### src/core/was_pkg.sv
// package: register layout, codes and timing for the auto-shutdown control
package was_pkg;
    localparam int unsigned ADDR_W         = 4;
    localparam int unsigned DATA_W         = 8;
    localparam logic [3:0]  REG_CTRL       = 4'h0;
    localparam logic [3:0]  REG_EVENT      = 4'h1;
    localparam logic [3:0]  REG_DEADBAND   = 4'h2;
    localparam int unsigned BIT_SHUTDOWN   = 7;
    localparam int unsigned BIT_RESTART    = 6;
    localparam int unsigned BD_LSB         = 4;
    localparam int unsigned AC_LSB         = 2;
    localparam int unsigned BIT_ENABLE     = 0;
    localparam int unsigned BIT_POL_AC     = 1;
    localparam int unsigned BIT_POL_BD     = 2;
    localparam logic [7:0]  CTRL_RESET     = 8'h14;
    localparam logic [7:0]  CTRL_WMASK     = 8'hfc;
    localparam logic [7:0]  DB_RESET       = 8'h04;
    localparam logic [7:0]  ZERO8          = 8'h00;
    localparam logic [1:0]  LVL_HIGH       = 2'b11;
    localparam logic [1:0]  LVL_LOW        = 2'b10;
    localparam logic [1:0]  LVL_TRI        = 2'b01;
    localparam logic [1:0]  LVL_INACTIVE   = 2'b00;
    typedef enum logic [2:0] {
        WAS_RUN  = 3'b001,
        WAS_SHUT = 3'b010,
        WAS_WAIT = 3'b100
    } was_state_e;
endpackage : was_pkg

### src/core/was_sync.sv
// two-flop synchroniser for one level from outside the clock domain
`timescale 1ns/10ps
`default_nettype none
module was_sync (
    input  wire logic i_ref_clk,
    input  wire logic i_rstn,
    input  wire logic i_ce,
    input  wire logic i_async,
    output logic      o_sync
);
    logic meta_q;

    // first stage feeds only the second stage
    always_ff @(posedge i_ref_clk or negedge i_rstn) begin
        if (!i_rstn) begin
            meta_q <= 1'b0;
            o_sync <= 1'b0;
        end else if (i_ce) begin
            meta_q <= i_async;
            o_sync <= meta_q;
        end
    end
endmodule // was_sync
`default_nettype wire

### src/core/was_pair_out.sv
// output stage of one pair: picks normal drive or a shutdown level
`timescale 1ns/10ps
`default_nettype none
module was_pair_out (
    input  wire logic       i_ref_clk,
    input  wire logic       i_rstn,
    input  wire logic       i_ce,
    input  wire logic       i_shut,
    input  wire logic       i_db_done,
    input  wire logic [1:0] i_level,
    input  wire logic       i_pol,
    input  wire logic [1:0] i_norm,
    output logic      [1:0] o_pin,
    output logic      [1:0] o_oe
);
    import was_pkg::*;

    // registered pin and enable per output of the pair
    always_ff @(posedge i_ref_clk or negedge i_rstn) begin
        if (!i_rstn) begin
            o_pin <= 2'b00;
            o_oe  <= 2'b00;
        end else if (i_ce) begin
            if (!i_shut) begin
                o_pin <= i_norm;
                o_oe  <= 2'b11;
            end else begin
                unique case (i_level)
                    LVL_HIGH: begin
                        o_pin <= 2'b11;
                        o_oe  <= 2'b11;
                    end
                    LVL_LOW: begin
                        o_pin <= 2'b00;
                        o_oe  <= 2'b11;
                    end
                    LVL_TRI: begin
                        o_pin <= 2'b00;
                        o_oe  <= 2'b00;
                    end
                    LVL_INACTIVE: begin
                        // inactive level waits out the dead band
                        if (i_db_done) begin
                            o_pin <= {2{i_pol}};
                        end
                        o_oe <= 2'b11;
                    end
                endcase
            end
        end
    end
endmodule // was_pair_out
`default_nettype wire

### src/core/was_ctrl.sv
// auto-shutdown control of a four-output complementary waveform generator
`timescale 1ns/10ps
`default_nettype none
// How it works
// - status bit 7 follows shutdown state
// - after clear, wait data rising edge
// - pair B/D follows bits 5-4 code
// - pair A/C follows bits 3-2 code
// - code 00 gives inactive level after dead band
module was_ctrl #(
    parameter int unsigned DB_W = 8
) (
    input  wire logic                       i_ref_clk,
    input  wire logic                       i_rstn,
    input  wire logic                       i_ce,
    input  wire logic [was_pkg::ADDR_W-1:0] i_addr,
    input  wire logic [was_pkg::DATA_W-1:0] i_wdata,
    input  wire logic                       i_wr,
    input  wire logic                       i_rd,
    output logic      [was_pkg::DATA_W-1:0] o_rdata,
    input  wire logic                       i_shut_event,
    input  wire logic                       i_data_in,
    input  wire logic [3:0]                 i_norm,
    output logic      [3:0]                 o_pin,
    output logic      [3:0]                 o_oe
);
    import was_pkg::*;

    // refuse a dead band width that the read path cannot carry
    if (DB_W < 1 || DB_W > DATA_W) begin : g_bad_db_w
        $error("was_ctrl: DB_W out of range");
    end

    was_state_e         state_q;
    logic [7:0]         ctrl_q;
    logic [7:0]         evcfg_q;
    logic [DB_W-1:0]    db_len_q;
    logic [DB_W-1:0]    db_cnt_q;
    logic               db_done_q;
    logic               event_s;
    logic               data_s;
    logic               data_prev_q;
    logic               data_rise;
    logic               enabled;
    logic               wr_ctrl;
    logic               sw_set;
    logic               sw_clr;
    logic               shut_act;
    logic [1:0]         ac_norm;
    logic [1:0]         bd_norm;
    logic [1:0]         ac_pin;
    logic [1:0]         ac_oe;
    logic [1:0]         bd_pin;
    logic [1:0]         bd_oe;
    logic [DATA_W-1:0]  db_rd;

    // pin inputs pass two flops before use
    was_sync u_sync_event (
        .i_ref_clk (i_ref_clk),
        .i_rstn    (i_rstn),
        .i_ce      (i_ce),
        .i_async   (i_shut_event),
        .o_sync    (event_s)
    );

    was_sync u_sync_data (
        .i_ref_clk (i_ref_clk),
        .i_rstn    (i_rstn),
        .i_ce      (i_ce),
        .i_async   (i_data_in),
        .o_sync    (data_s)
    );

    // decode of software control writes
    assign enabled = evcfg_q[BIT_ENABLE];
    assign wr_ctrl = i_wr && (i_addr == REG_CTRL);
    assign sw_set  = wr_ctrl && i_wdata[BIT_SHUTDOWN] && !enabled;
    assign sw_clr  = wr_ctrl && !i_wdata[BIT_SHUTDOWN];
    assign data_rise = data_s && !data_prev_q;
    assign shut_act  = (state_q != WAS_RUN);

    // edge detector on the synchronised data input
    always_ff @(posedge i_ref_clk or negedge i_rstn) begin
        if (!i_rstn) begin
            data_prev_q <= 1'b0;
        end else if (i_ce) begin
            data_prev_q <= data_s;
        end
    end

    // shutdown sequencing: run, shut, wait for data edge
    always_ff @(posedge i_ref_clk or negedge i_rstn) begin
        if (!i_rstn) begin
            state_q <= WAS_RUN;
        end else if (i_ce) begin
            unique case (state_q)
                WAS_RUN: begin
                    if (event_s || sw_set) begin
                        state_q <= WAS_SHUT;
                    end
                end
                WAS_SHUT: begin
                    // event level holds shutdown; the event wins over a clear
                    if (!event_s && (sw_clr || ctrl_q[BIT_RESTART])) begin
                        state_q <= WAS_WAIT;
                    end
                end
                WAS_WAIT: begin
                    // a software set while waiting re-enters shutdown
                    if (event_s || sw_set) begin
                        state_q <= WAS_SHUT;
                    end else if (data_rise) begin
                        state_q <= WAS_RUN;
                    end
                end
                default: begin
                    state_q <= WAS_SHUT;
                end
            endcase
        end
    end

    // control register: status bit is hardware owned
    always_ff @(posedge i_ref_clk or negedge i_rstn) begin
        if (!i_rstn) begin
            ctrl_q <= CTRL_RESET;
        end else if (i_ce) begin
            if (wr_ctrl) begin
                ctrl_q[6:0] <= i_wdata[6:0] & CTRL_WMASK[6:0];
            end
            ctrl_q[BIT_SHUTDOWN] <= (state_q == WAS_SHUT)
                || ((state_q == WAS_RUN) && (event_s || sw_set))
                || ((state_q == WAS_WAIT) && (event_s || sw_set));
        end
    end

    // enable and polarity register, dead band length register
    always_ff @(posedge i_ref_clk or negedge i_rstn) begin
        if (!i_rstn) begin
            evcfg_q  <= ZERO8;
            db_len_q <= DB_RESET[DB_W-1:0];
        end else if (i_ce) begin
            if (i_wr && (i_addr == REG_EVENT)) begin
                evcfg_q <= {5'h00, i_wdata[2:0]};
            end
            if (i_wr && (i_addr == REG_DEADBAND)) begin
                db_len_q <= i_wdata[DB_W-1:0];
            end
        end
    end

    // dead band timer started on entry to shutdown, by the event or by a software set
    always_ff @(posedge i_ref_clk or negedge i_rstn) begin
        if (!i_rstn) begin
            db_cnt_q  <= '0;
            db_done_q <= 1'b0;
        end else if (i_ce) begin
            if (!shut_act) begin
                db_cnt_q  <= '0;
                db_done_q <= 1'b0;
            end else if (!db_done_q) begin
                if (db_cnt_q >= db_len_q) begin
                    db_done_q <= 1'b1;
                end else begin
                    db_cnt_q <= db_cnt_q + 1'b1;
                end
            end
        end
    end

    // normal drive: A-D from generator only while enabled
    assign ac_norm = enabled ? {i_norm[2], i_norm[0]} : 2'b00;
    assign bd_norm = enabled ? {i_norm[3], i_norm[1]} : 2'b00;

    // first pair (A, C)
    was_pair_out u_pair_ac (
        .i_ref_clk (i_ref_clk),
        .i_rstn    (i_rstn),
        .i_ce      (i_ce),
        .i_shut    (shut_act),
        .i_db_done (db_done_q),
        .i_level   (ctrl_q[AC_LSB +: 2]),
        .i_pol     (evcfg_q[BIT_POL_AC]),
        .i_norm    (ac_norm),
        .o_pin     (ac_pin),
        .o_oe      (ac_oe)
    );

    // second pair (B, D)
    was_pair_out u_pair_bd (
        .i_ref_clk (i_ref_clk),
        .i_rstn    (i_rstn),
        .i_ce      (i_ce),
        .i_shut    (shut_act),
        .i_db_done (db_done_q),
        .i_level   (ctrl_q[BD_LSB +: 2]),
        .i_pol     (evcfg_q[BIT_POL_BD]),
        .i_norm    (bd_norm),
        .o_pin     (bd_pin),
        .o_oe      (bd_oe)
    );

    // pins ordered A, B, C, D; pair stages are already registered
    assign o_pin = {bd_pin[1], ac_pin[1], bd_pin[0], ac_pin[0]};
    assign o_oe  = {bd_oe[1], ac_oe[1], bd_oe[0], ac_oe[0]};

    // dead band length zero-extended to the bus width for reads
    always_comb begin
        db_rd = '0;
        db_rd[DB_W-1:0] = db_len_q;
    end

    // read data one cycle after the strobe, zero otherwise
    always_ff @(posedge i_ref_clk or negedge i_rstn) begin
        if (!i_rstn) begin
            o_rdata <= ZERO8;
        end else if (i_ce) begin
            if (i_rd) begin
                unique case (i_addr)
                    REG_CTRL:     o_rdata <= ctrl_q;
                    REG_EVENT:    o_rdata <= evcfg_q;
                    REG_DEADBAND: o_rdata <= db_rd;
                    default:      o_rdata <= ZERO8;
                endcase
            end else begin
                o_rdata <= ZERO8;
            end
        end
    end
endmodule // was_ctrl
`default_nettype wire

### config.mk
export PLATFORM = sky130hd
export DESIGN_NAME = was_ctrl
export DESIGN_NICKNAME = d
export VERILOG_FILES = /design/src/core/was_pkg.sv /design/src/core/was_sync.sv /design/src/core/was_pair_out.sv /design/src/core/was_ctrl.sv
export SDC_FILE = /design/constraint.sdc
export NUM_CORES = 1
export LEC_CHECK = 0
export BUFFER_PORTS_ARGS = -buffer_cell sky130_fd_sc_hd__buf_2
export CORE_MARGIN = 2
export CORE_UTILIZATION = 45
export CTS_CLUSTER_DIAMETER = 200
export CTS_CLUSTER_SIZE = 12
export DETAILED_ROUTE_END_ITERATION = 16
export GPL_TIMING_DRIVEN = 0
export PLACE_DENSITY = 0.66
export SYNTH_ARGS = -nofsm -noshare
export SYNTH_HDL_FRONTEND = slang
export SYNTH_HIERARCHICAL = 1
export SYNTH_SLANG_ARGS = --single-unit
### constraint.sdc
create_clock -name i_ref_clk -period 5.35 [get_ports i_ref_clk]
set_clock_uncertainty 0.15 [all_clocks]
set_input_delay 0.2675 -clock i_ref_clk [delete_from_list [all_inputs] [get_ports i_ref_clk]]
set_output_delay 0.2675 -clock i_ref_clk [all_outputs]
set_load 0.01 [all_outputs]
After elaboration in Yosys (flattened, before gate mapping) --
Index checks and enable logic that the tools add are counted.
Cells by class: $add $sub $neg 1, $mul 0, div/mod/pow operators 0, magnitude comparators 1, eq/ne operators 19, shift-type cells 0, mux-type cells 25, bitwise logic cells 0, reduce and logical (&&, ||, !) cells 32
Operators by type and width (count):
- $mux W8 | 4
- $pmux W8 S3 | 1
- $mux W2 | 8
- $mux W3 | 4
- $pmux W2 S3 | 2
- $logic_and A1 B1 Y1 | 10
- $reduce_and A2 Y1 | 5
- $ne A3 B3 Y1 const B | 3
- $pmux W3 S3 | 1
- $add A8 B1 Y8 const B | 1
- $eq A2 B2 Y1 const B | 4
- $ge A8 B8 Y1 | 1
- $ne A2 B2 Y1 const B | 4
- $pmux W2 S2 | 2
- $reduce_or A3 Y1 | 2
- $eq A2 B1 Y1 const B | 2
- $eq A4 B1 Y1 const B | 1
- $eq A4 B2 Y1 const B | 1
- $logic_not A1 Y1 | 4
- $logic_not A2 Y1 | 2
- $logic_not A4 Y1 | 1
- $logic_or A1 B1 Y1 | 4
- $reduce_and A4 Y1 | 1
- $reduce_or A2 Y1 | 2
- 6 further kinds | 8
Storage, ports and cells: register bits 50, latch bits 0, memory bits (writable) 0, ROM bits 0, output and inout port bits 16, memories kept 0

Depth between registers and ports, before layout --
depth in word-level cells 8, gate-level depth with buffers 9

Cells and area by module --
The synthesis kept the hierarchy.
By module, submodules not included:
- was_ctrl | instances 1, cells an instance 213, area an instance 2065.7 um2, sequential area each 955.9 um2
- was_pair_out | instances 2, cells an instance 21, area an instance 193.9 um2, sequential area each 75.1 um2
- was_sync | instances 2, cells an instance 4, area an instance 72.6 um2, sequential area each 50.0 um2

Worst setup path before layout --
Ideal clock, no wire load.
path kind register -> register, start point register db_len_q[2], end point register db_cnt_q[4], library setup time 0.070 ns, data arrival time 1.956 ns, data required time 5.130 ns, setup slack 3.174 ns, cell stages (with the launch flop) 9, path buffers 0, period minus slack after synthesis 2.176 ns, cell sequence dfstp_2 > inv_1 > ha_1 > a211oi_2 > o21ai_1 > a21oi_1 > o21ai_2 > or4_1 > nand3_1
On the way: cells in the longest elaborated chain, start to end 3
Ends and longest elaborated chain:
- from (decl) | line was_ctrl.sv:37 | logic [DB_W-1:0] db_len_q;
- from (signal assigned) | line was_ctrl.sv:141 | db_len_q <= DB_RESET[DB_W-1:0];
- from (signal assigned) | line was_ctrl.sv:147 | db_len_q <= i_wdata[DB_W-1:0];
- $ge A8 B8 Y1 | line was_ctrl.sv:162 | if (db_cnt_q >= db_len_q) begin
- $ne A2 B2 Y1 (no line)
- $reduce_and A3 Y1 (no line)
- to (signal assigned) | line was_ctrl.sv:165 | db_cnt_q <= db_cnt_q + 1'b1;
- to (decl) | line was_ctrl.sv:38 | logic [DB_W-1:0] db_cnt_q;
No other way between the ends. A chain may end at the register's enable or synchronous reset.

Worst setup path in the final report --
start point register db_len_q[2], end point register db_cnt_q[7]
Same word-level chain as after synthesis.

==> impl_summary.md <==
Placement
The number of input and output port buffers inserted is 38. The detailed placer's ending HPWL is 4230 µm. The congestion estimate from routability-driven global placement came to 0.792.

Global route
The number of antenna violations at the first check in global routing is 0. Global routing used 19.3% of the available tracks across all layers. The global route total overflow is 0.

The first global-routing pass estimated 9500 µm of wire. The maximum number of pins on one net before global-route repair is 49. The via count of the first global-routing pass is 1960.

Yosys
Yosys printed 6 warnings. The proportion of synthesized chip area in sequential cells is 46.4%. In the synthesized netlist, the cells that appear most often are 44 x sky130_fd_sc_hd__dfrtp_1, 32 x sky130_fd_sc_hd__inv_1, 22 x sky130_fd_sc_hd__nand2_1, 14 x sky130_fd_sc_hd__o21ai_0. The most frequent cell after synthesis is sky130_fd_sc_hd__dfrtp_1. In this run the mean area of a mapped cell was 9.88 µm². The proportion of register bits with asynchronous set or reset after synthesis is 100%. Summed over its instances, the top area cell type makes up 42.4% of the synthesized netlist area.

The biggest area consumer among synthesized cells is sky130_fd_sc_hd__dfrtp_1. The number of nets produced by synthesis is 299. By area the synthesized netlist is led by sky130_fd_sc_hd__dfrtp_1 42%, sky130_fd_sc_hd__ha_1 6.3%, sky130_fd_sc_hd__mux2_2 5.6%. The most used flip-flop cell after synthesis is sky130_fd_sc_hd__dfrtp_1. The count of state elements after synthesis is 48. Yosys mapped a number of flops with a built-in enable equal to 0.

After synthesis, the netlist uses 42 different library cells. The total standard cell area after synthesis is 0.00260 mm². The cell count after synthesis is 263.

Outcome
The flow ran to the end, but the final reports show violations. The checks that failed: negative hold slack.

Worst setup path
The slowest stage of the critical path is the sky130_fd_sc_hd__dfstp_2 cell. The family with the most delay on the worst path is compound AO/OA/AOI/OAI gates. For this run, the slowest stage of the critical path takes 540 ps. The signal on the critical path passes through inv_1 > ha_1 > a211oi_2 > o21ai_1 > a21oi_1 > o21ai_2 > buf_2 > o311ai_0 > nand2_1.

The capturing element type of the critical path is a flip-flop. The type of the worst setup path is reg2reg. Of all nets on the critical path, the largest fanout is 10. The number of buffers and inverters on the critical path is 2. The data arrival time of the critical path is 2440 ps. Data on the critical path is required at its endpoint by 5380 ps.

The critical path launch point type is a flip-flop.

Cells and area
The number of filler cells placed in the layout is 524. The repair_antennas step left the layout with diodes totalling 0. After the last flow step, the layout net total stands at 344. The fraction of final layout cells with drive strength greater than 1 is 24.3%.

The area added between synthesis and finish is 14.5%.

Detailed routing
For this block, wires on met1 add up to 2610 µm. In this run the remaining antenna-violating nets after routing total 0. In the routed layout, each cell is associated on average with a via count of 5.24. The detailed router finished its first iteration with 101 violations. In the detailed route, the total length drawn on met2 is 2720 µm. Wire segments on met3 add up to 255 µm in the final route.

The final route contains 1998 vias. In the final routed layout, each cell accounts on average for 14.8 µm. The detailed-route wire length is 5630 µm.

The first detailed-routing pass ran for 4 iterations. The detailed router used layers up to and including met4. The DRC violation count after routing is 0.

CTS
The maximum number of buffers from clock root to sink is 2. Clock tree synthesis found a total of 48 sinks. Post-CTS timing repair inserted 0 buffers for setup. Clock-pin slew was measured on the worst setup and hold paths at 90 ps. The post-CTS resize count is 0. CTS placed an instance of sky130_fd_sc_hd__clkbuf_8 at the clock tree root.

The count of hold-fix buffers inserted at cts is 0. TritonCTS built the clock tree. The total CTS buffers is 5. The clock insertion delay at the later pin of the skew report is 300 ps.

The clock tree synthesis step divided the H-tree into 2 levels.

Floorplanning
The area inside the core boundary is 0.00554 mm². The die span in y is 80.0 µm. Pin placement for this block handled 39 I/O pins. The floorplan has 27 rows. The die boundary width is 80.0 µm. The initial utilization of the core area, before any placement, comes to 46.9%. The full die area is 0.00640 mm².

Worst hold path
The class of the tightest hold or removal check is in2async.

Flow run
The max-capacitance violation count is 0.

Timing
The worst-case headroom to the max-slew limit is 29.8%. Setup violations remaining at the end of the flow were counted as 0. The number of max-slew violations in the final report came to 0. The final worst-path cycle share is 45.1%.

Static timing analysis puts the maximum clock frequency at 415 MHz. The actual slew at the worst max-slew pin is 1050 ps. Adding up every negative setup slack in the final design gives 0 ps. The worst path in the final design needs a cycle of 2410 ps, including I/O delays and setup. Setup repair after global routing left no endpoint under its margin. The tightest hold margin is -3.55 ps.

The final-report hold violation count was 7.

Pwr
The worst supply voltage drop on vdd is 0.193 mV. For this design the ratio of total power to cell area is 419 mW/mm². The leakage power total is 1.38 nW.
## power by group
part	internal, mW	total (mW)	leakage [nW]	switching, mW
logic	0.215	0.462	0.785	0.248
clock network	0.105	0.227	0.0434	0.122
registers	0.462	0.557	0.554	0.0954
total	0.782	1.25	1.38	0.465
## worst reg2reg max path, delay by kind of cell, from the launching register on
kind / cells / cell delay [ps]
AOI/OAI and AO/OA: 5 / 940
adders and majority gates: 1 / 320
buffers and inverters: 2 / 270
DFF: 1 / 540
and+or+nand+nor: 1 / 90
## cell usage in the layout, fill, tap and decap left out, drive strengths merged, types with 4 or more instances in the layout
master / count
or4: 6
ha: 13
a31oi: 6
buf: 44
nand2b: 13
inv: 32
dfstp: 4
nand3: 12
a32oi: 4
nor2: 8
clkbuf: 10
mux2i: 6
o211ai: 4
a21oi: 7
nand2: 23
nor2b: 5
o22ai: 9
dfrtp: 44
o21ai: 16
and2: 4
mux2: 13
## area by class of cell
cell class	instances	area (µm²)	share of cell area, %
Timing Repair Buffer	38	190	6.39
Inverter	32	120	4.04
Multi-Input combinational cell	173	1210	40.8
Clock buffer	6	82.6	2.77
Buffer	10	57.6	1.93
Sequential cell	48	1210	40.5
Tap cell	72	90.1	3.03
Clock inverter	2	15.0	0.504
## registers in the layout, indices dropped and copies added, names as in the netlist
signal / cells
db_done_q: 1
evcfg_q: 3
u_pair_ac/o_pin: 2
u_pair_ac/o_oe: 1
o_rdata: 8
u_sync_event/meta_q: 1
u_sync_event/o_sync: 1
state_q: 3
db_cnt_q: 8
db_len_q: 8
data_prev_q: 1
u_sync_data/o_sync: 1
u_sync_data/meta_q: 1
u_pair_bd/o_pin: 2
ctrl_q: 6
u_pair_bd/o_oe: 1
## kinds of logic after synthesis
| family | Yosys count | synth area share (%) |
|---|---|---|
| and+or+nand+nor | 80 | 16.5 |
| DFF | 48 | 46.4 |
| buffers and inverters | 42 | 6.84 |
| adders and majority gates | 13 | 6.26 |
| muxes | 19 | 7.94 |
| xor gates and xnor gates | 1 | 0.337 |
| AOI/OAI and AO/OA | 60 | 15.7 |
## path summary, 6_finish.rpt
check | startpoint | to | slack, ps | cells after the start
worst max-delay path | db_len_q[2] | db_cnt_q[7] | 2940 | 9
worst min-delay path | i_rstn | o_rdata[6] | -4 | 1
worst max register to register | db_len_q[2] | db_cnt_q[7] | 2940 | 9
worst min register to register | data_prev_q | data_prev_q | 350 | 1
max in group asynchronous | i_rstn | db_cnt_q[2] | 4400 | 1
min in group i_ref_clk | i_wdata[0] | evcfg_q[0] | 40 | 3
## metal layers
metal  global-route usage (%)  vias to the layer above
li1                         -                     1013
met1                     26.2                      938
met2                     31.8                       42
met3                     3.05                        5
met4                     5.42                        0
met5                        0                        -
## metrics by stage
stage / cell area, µm² / worst slack, ps / power (mW) / std cells / util (%)
2_1_floorplan: 2600 / 3170 / 0.890 / 263 / -
4_1_cts: 2980 / 2930 / 1.26 / 381 / 53.7
6_report: 2980 / 2940 / 1.25 / 381 / 53.7
3_3_place_gp: 2880 / 3020 / 1.01 / 373 / 52.0
5_1_grt: 2980 / 2770 / 1.36 / 381 / 53.7
3_5_place_dp: 2880 / 2950 / 1.03 / 373 / 52.0
(Power assumes the default switching activity.)
